<file path="config.mk">
export PLATFORM = sky130hd
export DESIGN_NAME = dtc_term_ctrl
export DESIGN_NICKNAME = d
export VERILOG_FILES = /design/src/logic/dtc_pkg.sv /design/src/logic/dtc_delay_line.sv /design/src/logic/dtc_sync.sv /design/src/logic/dtc_term_ctrl.sv
export SDC_FILE = /design/constraint.sdc
export NUM_CORES = 1
export LEC_CHECK = 0
export BUFFER_PORTS_ARGS = -buffer_cell sky130_fd_sc_hd__buf_2
export CAP_MARGIN = 25
export CORE_UTILIZATION = 55
export DETAILED_ROUTE_END_ITERATION = 10
export PLACE_DENSITY = 0.78
export SYNTH_ARGS = -nofsm -noshare
export SYNTH_HDL_FRONTEND = slang
export SYNTH_SLANG_ARGS = --single-unit
</file>
<file path="constraint.sdc">
create_clock -name clk -period 9.6 [get_ports clk]
set_input_delay 0.96 -clock clk [delete_from_list [all_inputs] [get_ports clk]]
set_output_delay 0.96 -clock clk [all_outputs]
set_load 0.01 [all_outputs]
</file>
<file path="src/logic/dtc_pkg.sv">
// Purpose: Shared constants and types of the termination timing control
// Assumes: 100 MHz system clock, memory clock sampled as a plain input
// Notes: Register offsets are byte addresses on APB
package dtc_pkg;
   // ==========================================
   // Register map
   localparam logic [11:0] DTC_OFS_MODE_REG_ZERO = 12'h000;
   localparam logic [11:0] DTC_OFS_MODE_REG_ONE = 12'h004;
   localparam logic [11:0] DTC_OFS_MODE_REG_TWO = 12'h008;
   localparam logic [11:0] DTC_OFS_CTRL = 12'h00C;
   localparam logic [11:0] DTC_OFS_STATUS = 12'h010;
   localparam logic [15:0] DTC_RST_MODE_REG_ZERO = 16'h0000;
   localparam logic [15:0] DTC_RST_MODE_REG_ONE = 16'h0000;
   localparam logic [15:0] DTC_RST_MODE_REG_TWO = 16'h0000;
   localparam logic [1:0] DTC_RST_CTRL = 2'h0;
   // ==========================================
   // Field positions
   localparam int DTC_MODE0_CL_LO = 4;
   localparam int DTC_MODE0_DLL_PD = 12;
   localparam int DTC_MODE1_NOM_A2 = 2;
   localparam int DTC_MODE1_NOM_A6 = 6;
   localparam int DTC_MODE1_NOM_A9 = 9;
   localparam int DTC_MODE1_AL_LO = 3;
   localparam int DTC_MODE2_CWL_LO = 3;
   localparam int DTC_MODE2_WR_LO = 9;
   localparam int DTC_CTRL_DLL_ON = 0;
   localparam int DTC_CTRL_PRE_PD = 1;
   // ==========================================
   // Latency figures in memory clock cycles
   localparam logic [5:0] DTC_CL_BASE = 6'h04;
   localparam logic [5:0] DTC_CWL_BASE = 6'h05;
   localparam logic [5:0] DTC_LAT_SUB = 6'h02;
   localparam logic [5:0] DTC_WR_EXTRA_CHOP = 6'h04;
   localparam logic [5:0] DTC_WR_EXTRA_FULL = 6'h06;
   localparam int DTC_LINE_DEPTH = 32;
   // ==========================================
   // Asynchronous delay window, ns, and its cycle count at the system clock
   localparam real DTC_CLK_NS = 10.0;
   localparam real DTC_ASYNC_MAX_NS = 8.5;
   localparam int DTC_ASYNC_CYC_RAW = int'($floor(DTC_ASYNC_MAX_NS / DTC_CLK_NS));
   localparam int DTC_ASYNC_CYC = (DTC_ASYNC_CYC_RAW < 1) ? 1 : DTC_ASYNC_CYC_RAW;
   // ==========================================
   // Sampled pins and termination setting of the memory side
   typedef struct packed {
      logic ck;
      logic odt;
      logic wr;
      logic chop;
   } dtc_pins_t;
   typedef struct packed {
      logic term_on;
      logic use_write;
      logic [2:0] nominal;
      logic [1:0] write_val;
   } dtc_term_t;
endpackage : dtc_pkg

</file>
<file path="src/logic/dtc_delay_line.sv">
// Purpose: Shift line stepped by an enable, tapped at a chosen depth
// Assumes: Tap below DEPTH
// Notes: Tap 0 is the value shifted in at the last step
`timescale 1ns/1ns
module dtc_delay_line #(
   parameter int DEPTH = 32
) (
   clk,
   resetn,
   step,
   din,
   tap,
   dout
);
   input wire logic clk;
   input wire logic resetn;
   input wire logic step;
   input wire logic din;
   input wire logic [4:0] tap;
   output logic dout;
   logic [DEPTH-1:0] line_r;
   always_ff @(posedge clk) begin
      if (!resetn) begin
         line_r <= '0;
      end else if (step) begin
         line_r <= {line_r[DEPTH-2:0], din};
      end
   end
   assign dout = line_r[tap];
endmodule : dtc_delay_line

</file>
<file path="src/logic/dtc_sync.sv">
// Purpose: Two-stage synchroniser for a group of pins
// Assumes: Inputs are asynchronous to clk
// Notes: First stage is read only by the second stage
`timescale 1ns/1ns
module dtc_sync #(
   parameter int W = 4
) (
   clk,
   resetn,
   d,
   q
);
   input wire logic clk;
   input wire logic resetn;
   input wire logic [W-1:0] d;
   output logic [W-1:0] q;
   logic [W-1:0] meta_r;
   always_ff @(posedge clk) begin
      if (!resetn) begin
         meta_r <= '0;
         q <= '0;
      end else begin
         meta_r <= d;
         q <= meta_r;
      end
   end
endmodule : dtc_sync

</file>
<file path="src/logic/dtc_term_ctrl.sv">
// Purpose: On-die termination on/off and strength control of a DDR memory
// Assumes: Memory clock arrives as a pin, sampled and edge-detected on clk
// Notes: Latencies count rising memory clock edges; half-cycle offsets are not modelled.
//    Asynchronous response lags the pin by the synchroniser, so 8.5 ns cannot be met.
//    The memory clock must run well below clk for its edges to be found.
//
// Notes on behaviour
// - Synchronous mode: termination turns on write latency minus two after pin high.
// - Synchronous mode: termination turns off write latency minus two after pin low.
// - After a read, termination returns when the device stops driving data.
// - Dynamic termination enabled when write-termination bit 9 or 10 is set.
// - Nominal value from mode one bits 9,6,2; write value from mode two 10,9.
// - Without writes, nominal strength applies, switched by pin through latencies.
// - Dynamic enabled: write strength selected write latency minus two after a write.
// - Nominal returns off-latency plus 4 (chop) or plus 6 (full) after write.
// - Off and strength points nominally half a cycle late; skew 0.3 to 0.7.
// - Asynchronous control in precharge power-down when mode zero bit 12 clear.
// - Asynchronous mode applies no additive latency to the pin.
// - Asynchronous mode follows the sampled pin through one clk cycle of delay and the output register, with no memory clock latency.
// - Synchronous control whenever the loop is on and locked.
// - Synchronous latencies equal write latency plus additive latency minus two.
// - Asynchronous turn on or off completes 2 to 8.5 ns after the pin.
// - Pin ignored when every nominal and write termination bit is zero.
//
// Design decisions made here: the APB interface to the registers and the register addresses.
`timescale 1ns/1ns
module dtc_term_ctrl (
   clk,
   resetn,
   psel,
   penable,
   pwrite,
   paddr,
   pwdata,
   prdata,
   pready,
   pslverr,
   mem_pins,
   dev_driving,
   term
);
   import dtc_pkg::*;
   input wire logic clk;
   input wire logic resetn;
   input wire logic psel;
   input wire logic penable;
   input wire logic pwrite;
   input wire logic [11:0] paddr;
   input wire logic [31:0] pwdata;
   output logic [31:0] prdata;
   output logic pready;
   output logic pslverr;
   input wire dtc_pkg::dtc_pins_t mem_pins;
   input wire logic dev_driving;
   output dtc_pkg::dtc_term_t term;

   // ==========================================
   // Register file
   logic [15:0] mode_reg_zero_r;
   logic [15:0] mode_reg_one_r;
   logic [15:0] mode_reg_two_r;
   logic [1:0] ctrl_r;
   logic setup_ok;
   logic hit_map;
   logic async_mode_r;
   logic [31:0] rd_word;

   assign setup_ok = psel && !penable;
   always_comb begin
      case (paddr)
         DTC_OFS_MODE_REG_ZERO, DTC_OFS_MODE_REG_ONE, DTC_OFS_MODE_REG_TWO,
         DTC_OFS_CTRL, DTC_OFS_STATUS: begin
            hit_map = 1'b1;
         end
         default: begin
            hit_map = 1'b0;
         end
      endcase
   end

   // Writes land in the setup cycle's following access edge
   always_ff @(posedge clk) begin
      if (!resetn) begin
         mode_reg_zero_r <= DTC_RST_MODE_REG_ZERO;
         mode_reg_one_r <= DTC_RST_MODE_REG_ONE;
         mode_reg_two_r <= DTC_RST_MODE_REG_TWO;
         ctrl_r <= DTC_RST_CTRL;
      end else if (psel && penable && pready && pwrite) begin
         case (paddr)
            DTC_OFS_MODE_REG_ZERO: begin
               mode_reg_zero_r <= pwdata[15:0];
            end
            DTC_OFS_MODE_REG_ONE: begin
               mode_reg_one_r <= pwdata[15:0];
            end
            DTC_OFS_MODE_REG_TWO: begin
               mode_reg_two_r <= pwdata[15:0];
            end
            DTC_OFS_CTRL: begin
               ctrl_r <= pwdata[1:0];
            end
            default: begin
            end
         endcase
      end
   end

   // No wait state: pready rises the cycle after setup, for one cycle
   always_ff @(posedge clk) begin
      if (!resetn) begin
         pready <= 1'b0;
         pslverr <= 1'b0;
      end else begin
         pready <= setup_ok;
         pslverr <= setup_ok && !hit_map;
      end
   end

   // Read word of the addressed register
   always_comb begin
      case (paddr)
         DTC_OFS_MODE_REG_ZERO: begin
            rd_word = {16'h0000, mode_reg_zero_r};
         end
         DTC_OFS_MODE_REG_ONE: begin
            rd_word = {16'h0000, mode_reg_one_r};
         end
         DTC_OFS_MODE_REG_TWO: begin
            rd_word = {16'h0000, mode_reg_two_r};
         end
         DTC_OFS_CTRL: begin
            rd_word = {30'h0000_0000, ctrl_r};
         end
         DTC_OFS_STATUS: begin
            rd_word = {29'h0000_0000, async_mode_r, term.use_write, term.term_on};
         end
         default: begin
            rd_word = 32'h0000_0000;
         end
      endcase
   end

   // Read data is loaded at setup and stands until the next setup
   always_ff @(posedge clk) begin
      if (!resetn) begin
         prdata <= 32'h0000_0000;
      end else if (setup_ok) begin
         prdata <= pwrite ? 32'h0000_0000 : rd_word;
      end
   end

   // ==========================================
   // Decoded mode fields
   logic [2:0] nominal_val;
   logic [1:0] write_val;
   logic dyn_en;
   logic term_allowed;
   logic [5:0] cl_cyc;
   logic [5:0] cwl_cyc;
   logic [5:0] al_cyc;
   logic [5:0] lat_cyc;
   logic [4:0] lat_tap;

   assign nominal_val = {mode_reg_one_r[DTC_MODE1_NOM_A9], mode_reg_one_r[DTC_MODE1_NOM_A6],
                         mode_reg_one_r[DTC_MODE1_NOM_A2]};
   assign write_val = mode_reg_two_r[DTC_MODE2_WR_LO +: 2];
   assign dyn_en = |write_val;
   assign term_allowed = (|nominal_val) || dyn_en;
   assign cl_cyc = DTC_CL_BASE + {3'h0, mode_reg_zero_r[DTC_MODE0_CL_LO +: 3]};
   assign cwl_cyc = DTC_CWL_BASE + {3'h0, mode_reg_two_r[DTC_MODE2_CWL_LO +: 3]};

   always_comb begin
      case (mode_reg_one_r[DTC_MODE1_AL_LO +: 2])
         2'h1: begin
            al_cyc = cl_cyc - 6'h01;
         end
         2'h2: begin
            al_cyc = cl_cyc - 6'h02;
         end
         default: begin
            al_cyc = 6'h00;
         end
      endcase
   end

   // Same figure serves on, off and nominal-to-write latency
   assign lat_cyc = cwl_cyc + al_cyc - DTC_LAT_SUB;
   // A registered sample is already one step deep in the line
   assign lat_tap = lat_cyc[4:0] - 5'h01;

   // ==========================================
   // Pin sampling and memory clock edges
   dtc_pins_t pins_s;
   logic ck_d_r;
   logic ck_rise;

   dtc_sync #(
      .W(4)
   ) u_pin_sync (
      .clk(clk),
      .resetn(resetn),
      .d(mem_pins),
      .q(pins_s)
   );

   always_ff @(posedge clk) begin
      if (!resetn) begin
         ck_d_r <= 1'b0;
      end else begin
         ck_d_r <= pins_s.ck;
      end
   end
   // Edge taken after the synchroniser, so the command pins sampled with it are settled
   assign ck_rise = pins_s.ck && !ck_d_r;

   // Pin and command as registered at a rising memory clock edge
   logic odt_reg_r;
   logic wr_reg_r;
   logic chop_reg_r;
   always_ff @(posedge clk) begin
      if (!resetn) begin
         odt_reg_r <= 1'b0;
         wr_reg_r <= 1'b0;
         chop_reg_r <= 1'b0;
      end else if (ck_rise) begin
         odt_reg_r <= pins_s.odt;
         wr_reg_r <= pins_s.wr;
         chop_reg_r <= pins_s.chop;
      end
   end

   // ==========================================
   // Mode selection
   always_ff @(posedge clk) begin
      if (!resetn) begin
         async_mode_r <= 1'b0;
      end else begin
         // Loop frozen only in precharge power-down with bit 12 clear
         async_mode_r <= ctrl_r[DTC_CTRL_PRE_PD] && !mode_reg_zero_r[DTC_MODE0_DLL_PD];
      end
   end
   logic sync_mode;
   assign sync_mode = ctrl_r[DTC_CTRL_DLL_ON] && !async_mode_r;

   // ==========================================
   // Synchronous on/off path
   logic odt_late;
   dtc_delay_line #(
      .DEPTH(DTC_LINE_DEPTH)
   ) u_odt_line (
      .clk(clk),
      .resetn(resetn),
      .step(ck_rise),
      .din(odt_reg_r),
      .tap(lat_tap),
      .dout(odt_late)
   );

   // ==========================================
   // Asynchronous path: short fixed delay, no additive latency
   logic [DTC_ASYNC_CYC-1:0] async_line_r;
   generate
      if (DTC_ASYNC_CYC == 1) begin : g_async_one
         always_ff @(posedge clk) begin
            if (!resetn) begin
               async_line_r <= '0;
            end else begin
               async_line_r <= pins_s.odt;
            end
         end
      end else begin : g_async_many
         // Several steps only when the clock period is short against the window
         always_ff @(posedge clk) begin
            if (!resetn) begin
               async_line_r <= '0;
            end else begin
               async_line_r <= {async_line_r[DTC_ASYNC_CYC-2:0], pins_s.odt};
            end
         end
      end
   endgenerate

   // ==========================================
   // Dynamic strength window after a write
   logic [5:0] wr_cnt_r;
   logic wr_active_r;
   logic wr_chop_r;
   logic [5:0] wr_end;
   assign wr_end = lat_cyc + (wr_chop_r ? DTC_WR_EXTRA_CHOP : DTC_WR_EXTRA_FULL);

   always_ff @(posedge clk) begin
      if (!resetn) begin
         wr_cnt_r <= 6'h00;
         wr_active_r <= 1'b0;
         wr_chop_r <= 1'b0;
      end else if (ck_rise) begin
         if (wr_reg_r && sync_mode) begin
            // Any write variant restarts the window; count is steps since it was registered
            wr_cnt_r <= 6'h01;
            wr_active_r <= 1'b1;
            wr_chop_r <= chop_reg_r;
         end else if (wr_active_r) begin
            if (wr_cnt_r >= wr_end) begin
               wr_active_r <= 1'b0;
            end else begin
               wr_cnt_r <= wr_cnt_r + 6'h01;
            end
         end
      end
   end

   logic use_write;
   // Window covers counts lat .. lat+4/6-1
   assign use_write = dyn_en && sync_mode && wr_active_r && (wr_cnt_r >= lat_cyc) &&
                      (wr_cnt_r < wr_end);

   // ==========================================
   // Output stage
   logic term_nxt;
   always_comb begin
      if (!term_allowed) begin
         term_nxt = 1'b0;
      end else if (dev_driving) begin
         // Terminating while driving would load the device's own output
         term_nxt = 1'b0;
      end else if (async_mode_r) begin
         term_nxt = async_line_r[DTC_ASYNC_CYC-1];
      end else if (sync_mode) begin
         term_nxt = odt_late;
      end else begin
         term_nxt = 1'b0;
      end
   end

   always_ff @(posedge clk) begin
      if (!resetn) begin
         term <= '0;
      end else begin
         term.term_on <= term_nxt;
         term.use_write <= use_write && term_nxt;
         term.nominal <= nominal_val;
         term.write_val <= write_val;
      end
   end
endmodule : dtc_term_ctrl

</file>
==> metrics.yaml <==
synth-main-ff-cell: "dfxtp_1"
slowest_stage: "a2111oi_0"
post_cts_buffers: 0
totalPowerFinal_mw: 1.23
grt_max_degree: 108
p_sw_uw: 259
post_drt_via_cell_ratio: 5.45
nets: 762
gp_congestion: 0.803
worstPathCellList: "inv_1 -> ha_1 -> inv_1 -> a22oi_1 -> or2_2 -> ha_1 -> inv_1 -> ha_1 -> inv_1 -> fa_1 -> xor2_1 -> xnor2_1 -> ha_1 -> a21o_1 -> a21oi_1 -> o221ai_2 -> a2111oi_0 -> xnor2_1 -> nor2_1"
die_area_sq_um: 11500
num_rows: 38
ant_nets: 0
hp-class: "reg -> reg"
hold_viol: 0
setup_viol: 0
min_period_ps: 4550
postSynth.asyncResetShare: 0
max_freq_mhz: 220
clkPwrFrac: 0.533
cpPeakStageDelay_ps: 580
crit_buf_inv: 4
ir_drop_mv: 0.162
met1_usage: 0.261
maxCapViolations: 0
core_area_sq_um: 10800
synth_edf_count: 0
routed_wirelength_um: 12600
antenna_cells: 0
dpl.hpwl_um: 8420
layout-drive-gt1-share: 0.170
cp_max_fo: 6
synth.most_common_cell: "dfxtp_1"
cts_resized: 0
critPathLaunchType: "register"
io_buffers: 62
gr-usage-met2: 0.401
grt_pass1_vias: 4292
groute.usage.overall: 0.231
p_leak_nw: 2.59
worst_path_dominant_cell_family: "adder cells"
cts_tree: "done"
synth.area.top_cells: "dfxtp_1 42%, mux2i_1 9.2%, nand2_1 5.9%"
area_growth_pct: 14.5
syn_inst: 630
vias: 4548
synthesis.area_sq_um: 6090
power_frac_comb: 0.031
busiest_layer: "met2"
yosysWarningCount: 0
slew_headroom: 0.286
ios: 95
drt-initial-drc-count: 283
htreeDepth: 4
status: "complete, no violations"
numCtsBuffers: 17
start_util: 0.565
drt-pass1-iter-count: 6
ff2ff_setup_slack_ps: 5050
utilization: 0.647
clk_pin_slew_ps: 60
synth_largest_area_cell: "dfxtp_1"
cts_buffer_depth: 2
arrival_ps: 4950
grt_pass1_wl_um: 20200
remaining_drc_errors: 0
grt_overflow_total: 0
wl_per_cell_um: 15.1
p_seq_frac: 0.436
worst_pin_slew_ps: 1070
slew_violations: 0
rsz0062_at_grt: "false"
yosysTopAreaCellShare: 0.424
power.internal_uw: 974
ys_seq_elements: 129
synth.distinct_cells: 52
clkLatencyLatePin_ps: 520
fp.dieH_um: 107
end_kind: "register"
cts_root_buffer: "clkbuf_8"
grt_antenna_before_repair: 0
fin_setup_tns_ps: 0
cp.required_ps: 10000
skew_ps: 8.28
synth_commonest_cells: "129 x dfxtp_1, 95 x nand2_1, 57 x nor2b_1"
ys_seq_area_frac: 0.424
met3_usage: 0.0593
cts_hold_buf: 0
syn_area_per_cell_sq_um: 9.67
switching_share: 0.210
power_density_nw_per_um2: 177
min_period_over_period: 0.474
crit_type: "reg -> reg"
clock-sinks: 129
fp.dieW_um: 107
metal layers:
metal  part of all wire  vias to the layer above
li1                   -                     2244
met5                  0                        -
met1               0.42                     2156
met3              0.049                       20
met2               0.51                      128
met4              0.019                        0
area by class of cell:
cell class              count  area, sq um
fillers                   850         3810
clock buffers              19          422
clock inverters            13          185
inverters                  26         97.6
repair buffers             68          355
well taps                 140          175
multi-input cells         439         3160
flip-flops and latches    129         2580
path summary, 6_finish.rpt:
check,from,to,cells past startpoint
max,mode_reg_zero_r[5],wr_cnt_r[5],19
min reg2reg,u_pin_sync.meta_r[1],u_pin_sync.q[1],1
min,u_pin_sync.meta_r[1],u_pin_sync.q[1],1
max reg2reg,mode_reg_zero_r[5],wr_cnt_r[5],19
sequential cells by signal (all words and copies together) (netlist names), 2 cells and up:
| name | flops |
|---|---|
| ctrl_r | 2 |
| mode_reg_one_r | 16 |
| mode_reg_two_r | 16 |
| mode_reg_zero_r | 16 |
| prdata | 16 |
| term | 7 |
| u_odt_line.line_r | 32 |
| u_pin_sync.meta_r | 4 |
| u_pin_sync.q | 4 |
| wr_cnt_r | 6 |
power groups by stage:
stage	combinational (mW)	clock, mW	sequential, mW
6_report	0.0378	0.658	0.538
5_1_grt	0.0412	0.693	0.538
4_1_cts	0.0378	0.668	0.538
3_5_place_dp	0.0377	0	0.550
3_3_place_gp	0.0367	0	0.550
2_1_floorplan	0.0272	0	0.550
cell usage in the layout, fill, tap and decap left out, drive strengths merged, types with 5 or more instances in the layout:
cell	count
a211oi	5
a21boi	38
a21oi	11
a222oi	15
and2	15
buf	68
clkbuf	19
clkinv	5
conb	16
dfxtp	129
ha	26
inv	28
mux2i	56
mux4	8
nand2	95
nand3	11
nor2	12
nor2b	57
o21ai	23
xnor2	9
metrics by stage:
stage / hold WS (ps) / area [sq um] / worst slack (ps) / instances
after floorplan: 412 / 6150 / 5500 / 645
after CTS: 438 / 6980 / 5040 / 834
final: 435 / 6980 / 5050 / 834
after global placement: 415 / 6370 / 5250 / 802
after detailed placement: 424 / 6370 / 5130 / 802
after global routing: 447 / 6980 / 4670 / 834
kinds of logic (layout without fill, tap and decap cells):
| logic type | after synthesis | after routing | share of synthesized area |
|---|---|---|---|
| buf+inv | 77 | 126 | 0.0671 |
| other cells | 1 | 16 | 0.000615 |
| fa+ha+maj | 27 | 27 | 0.0567 |
| mux | 65 | 65 | 0.123 |
| compound gates | 104 | 104 | 0.123 |
| simple gates | 215 | 215 | 0.189 |
| xor+xnor | 12 | 12 | 0.0172 |
| flops | 129 | 129 | 0.424 |
(Power assumes the default switching activity.)
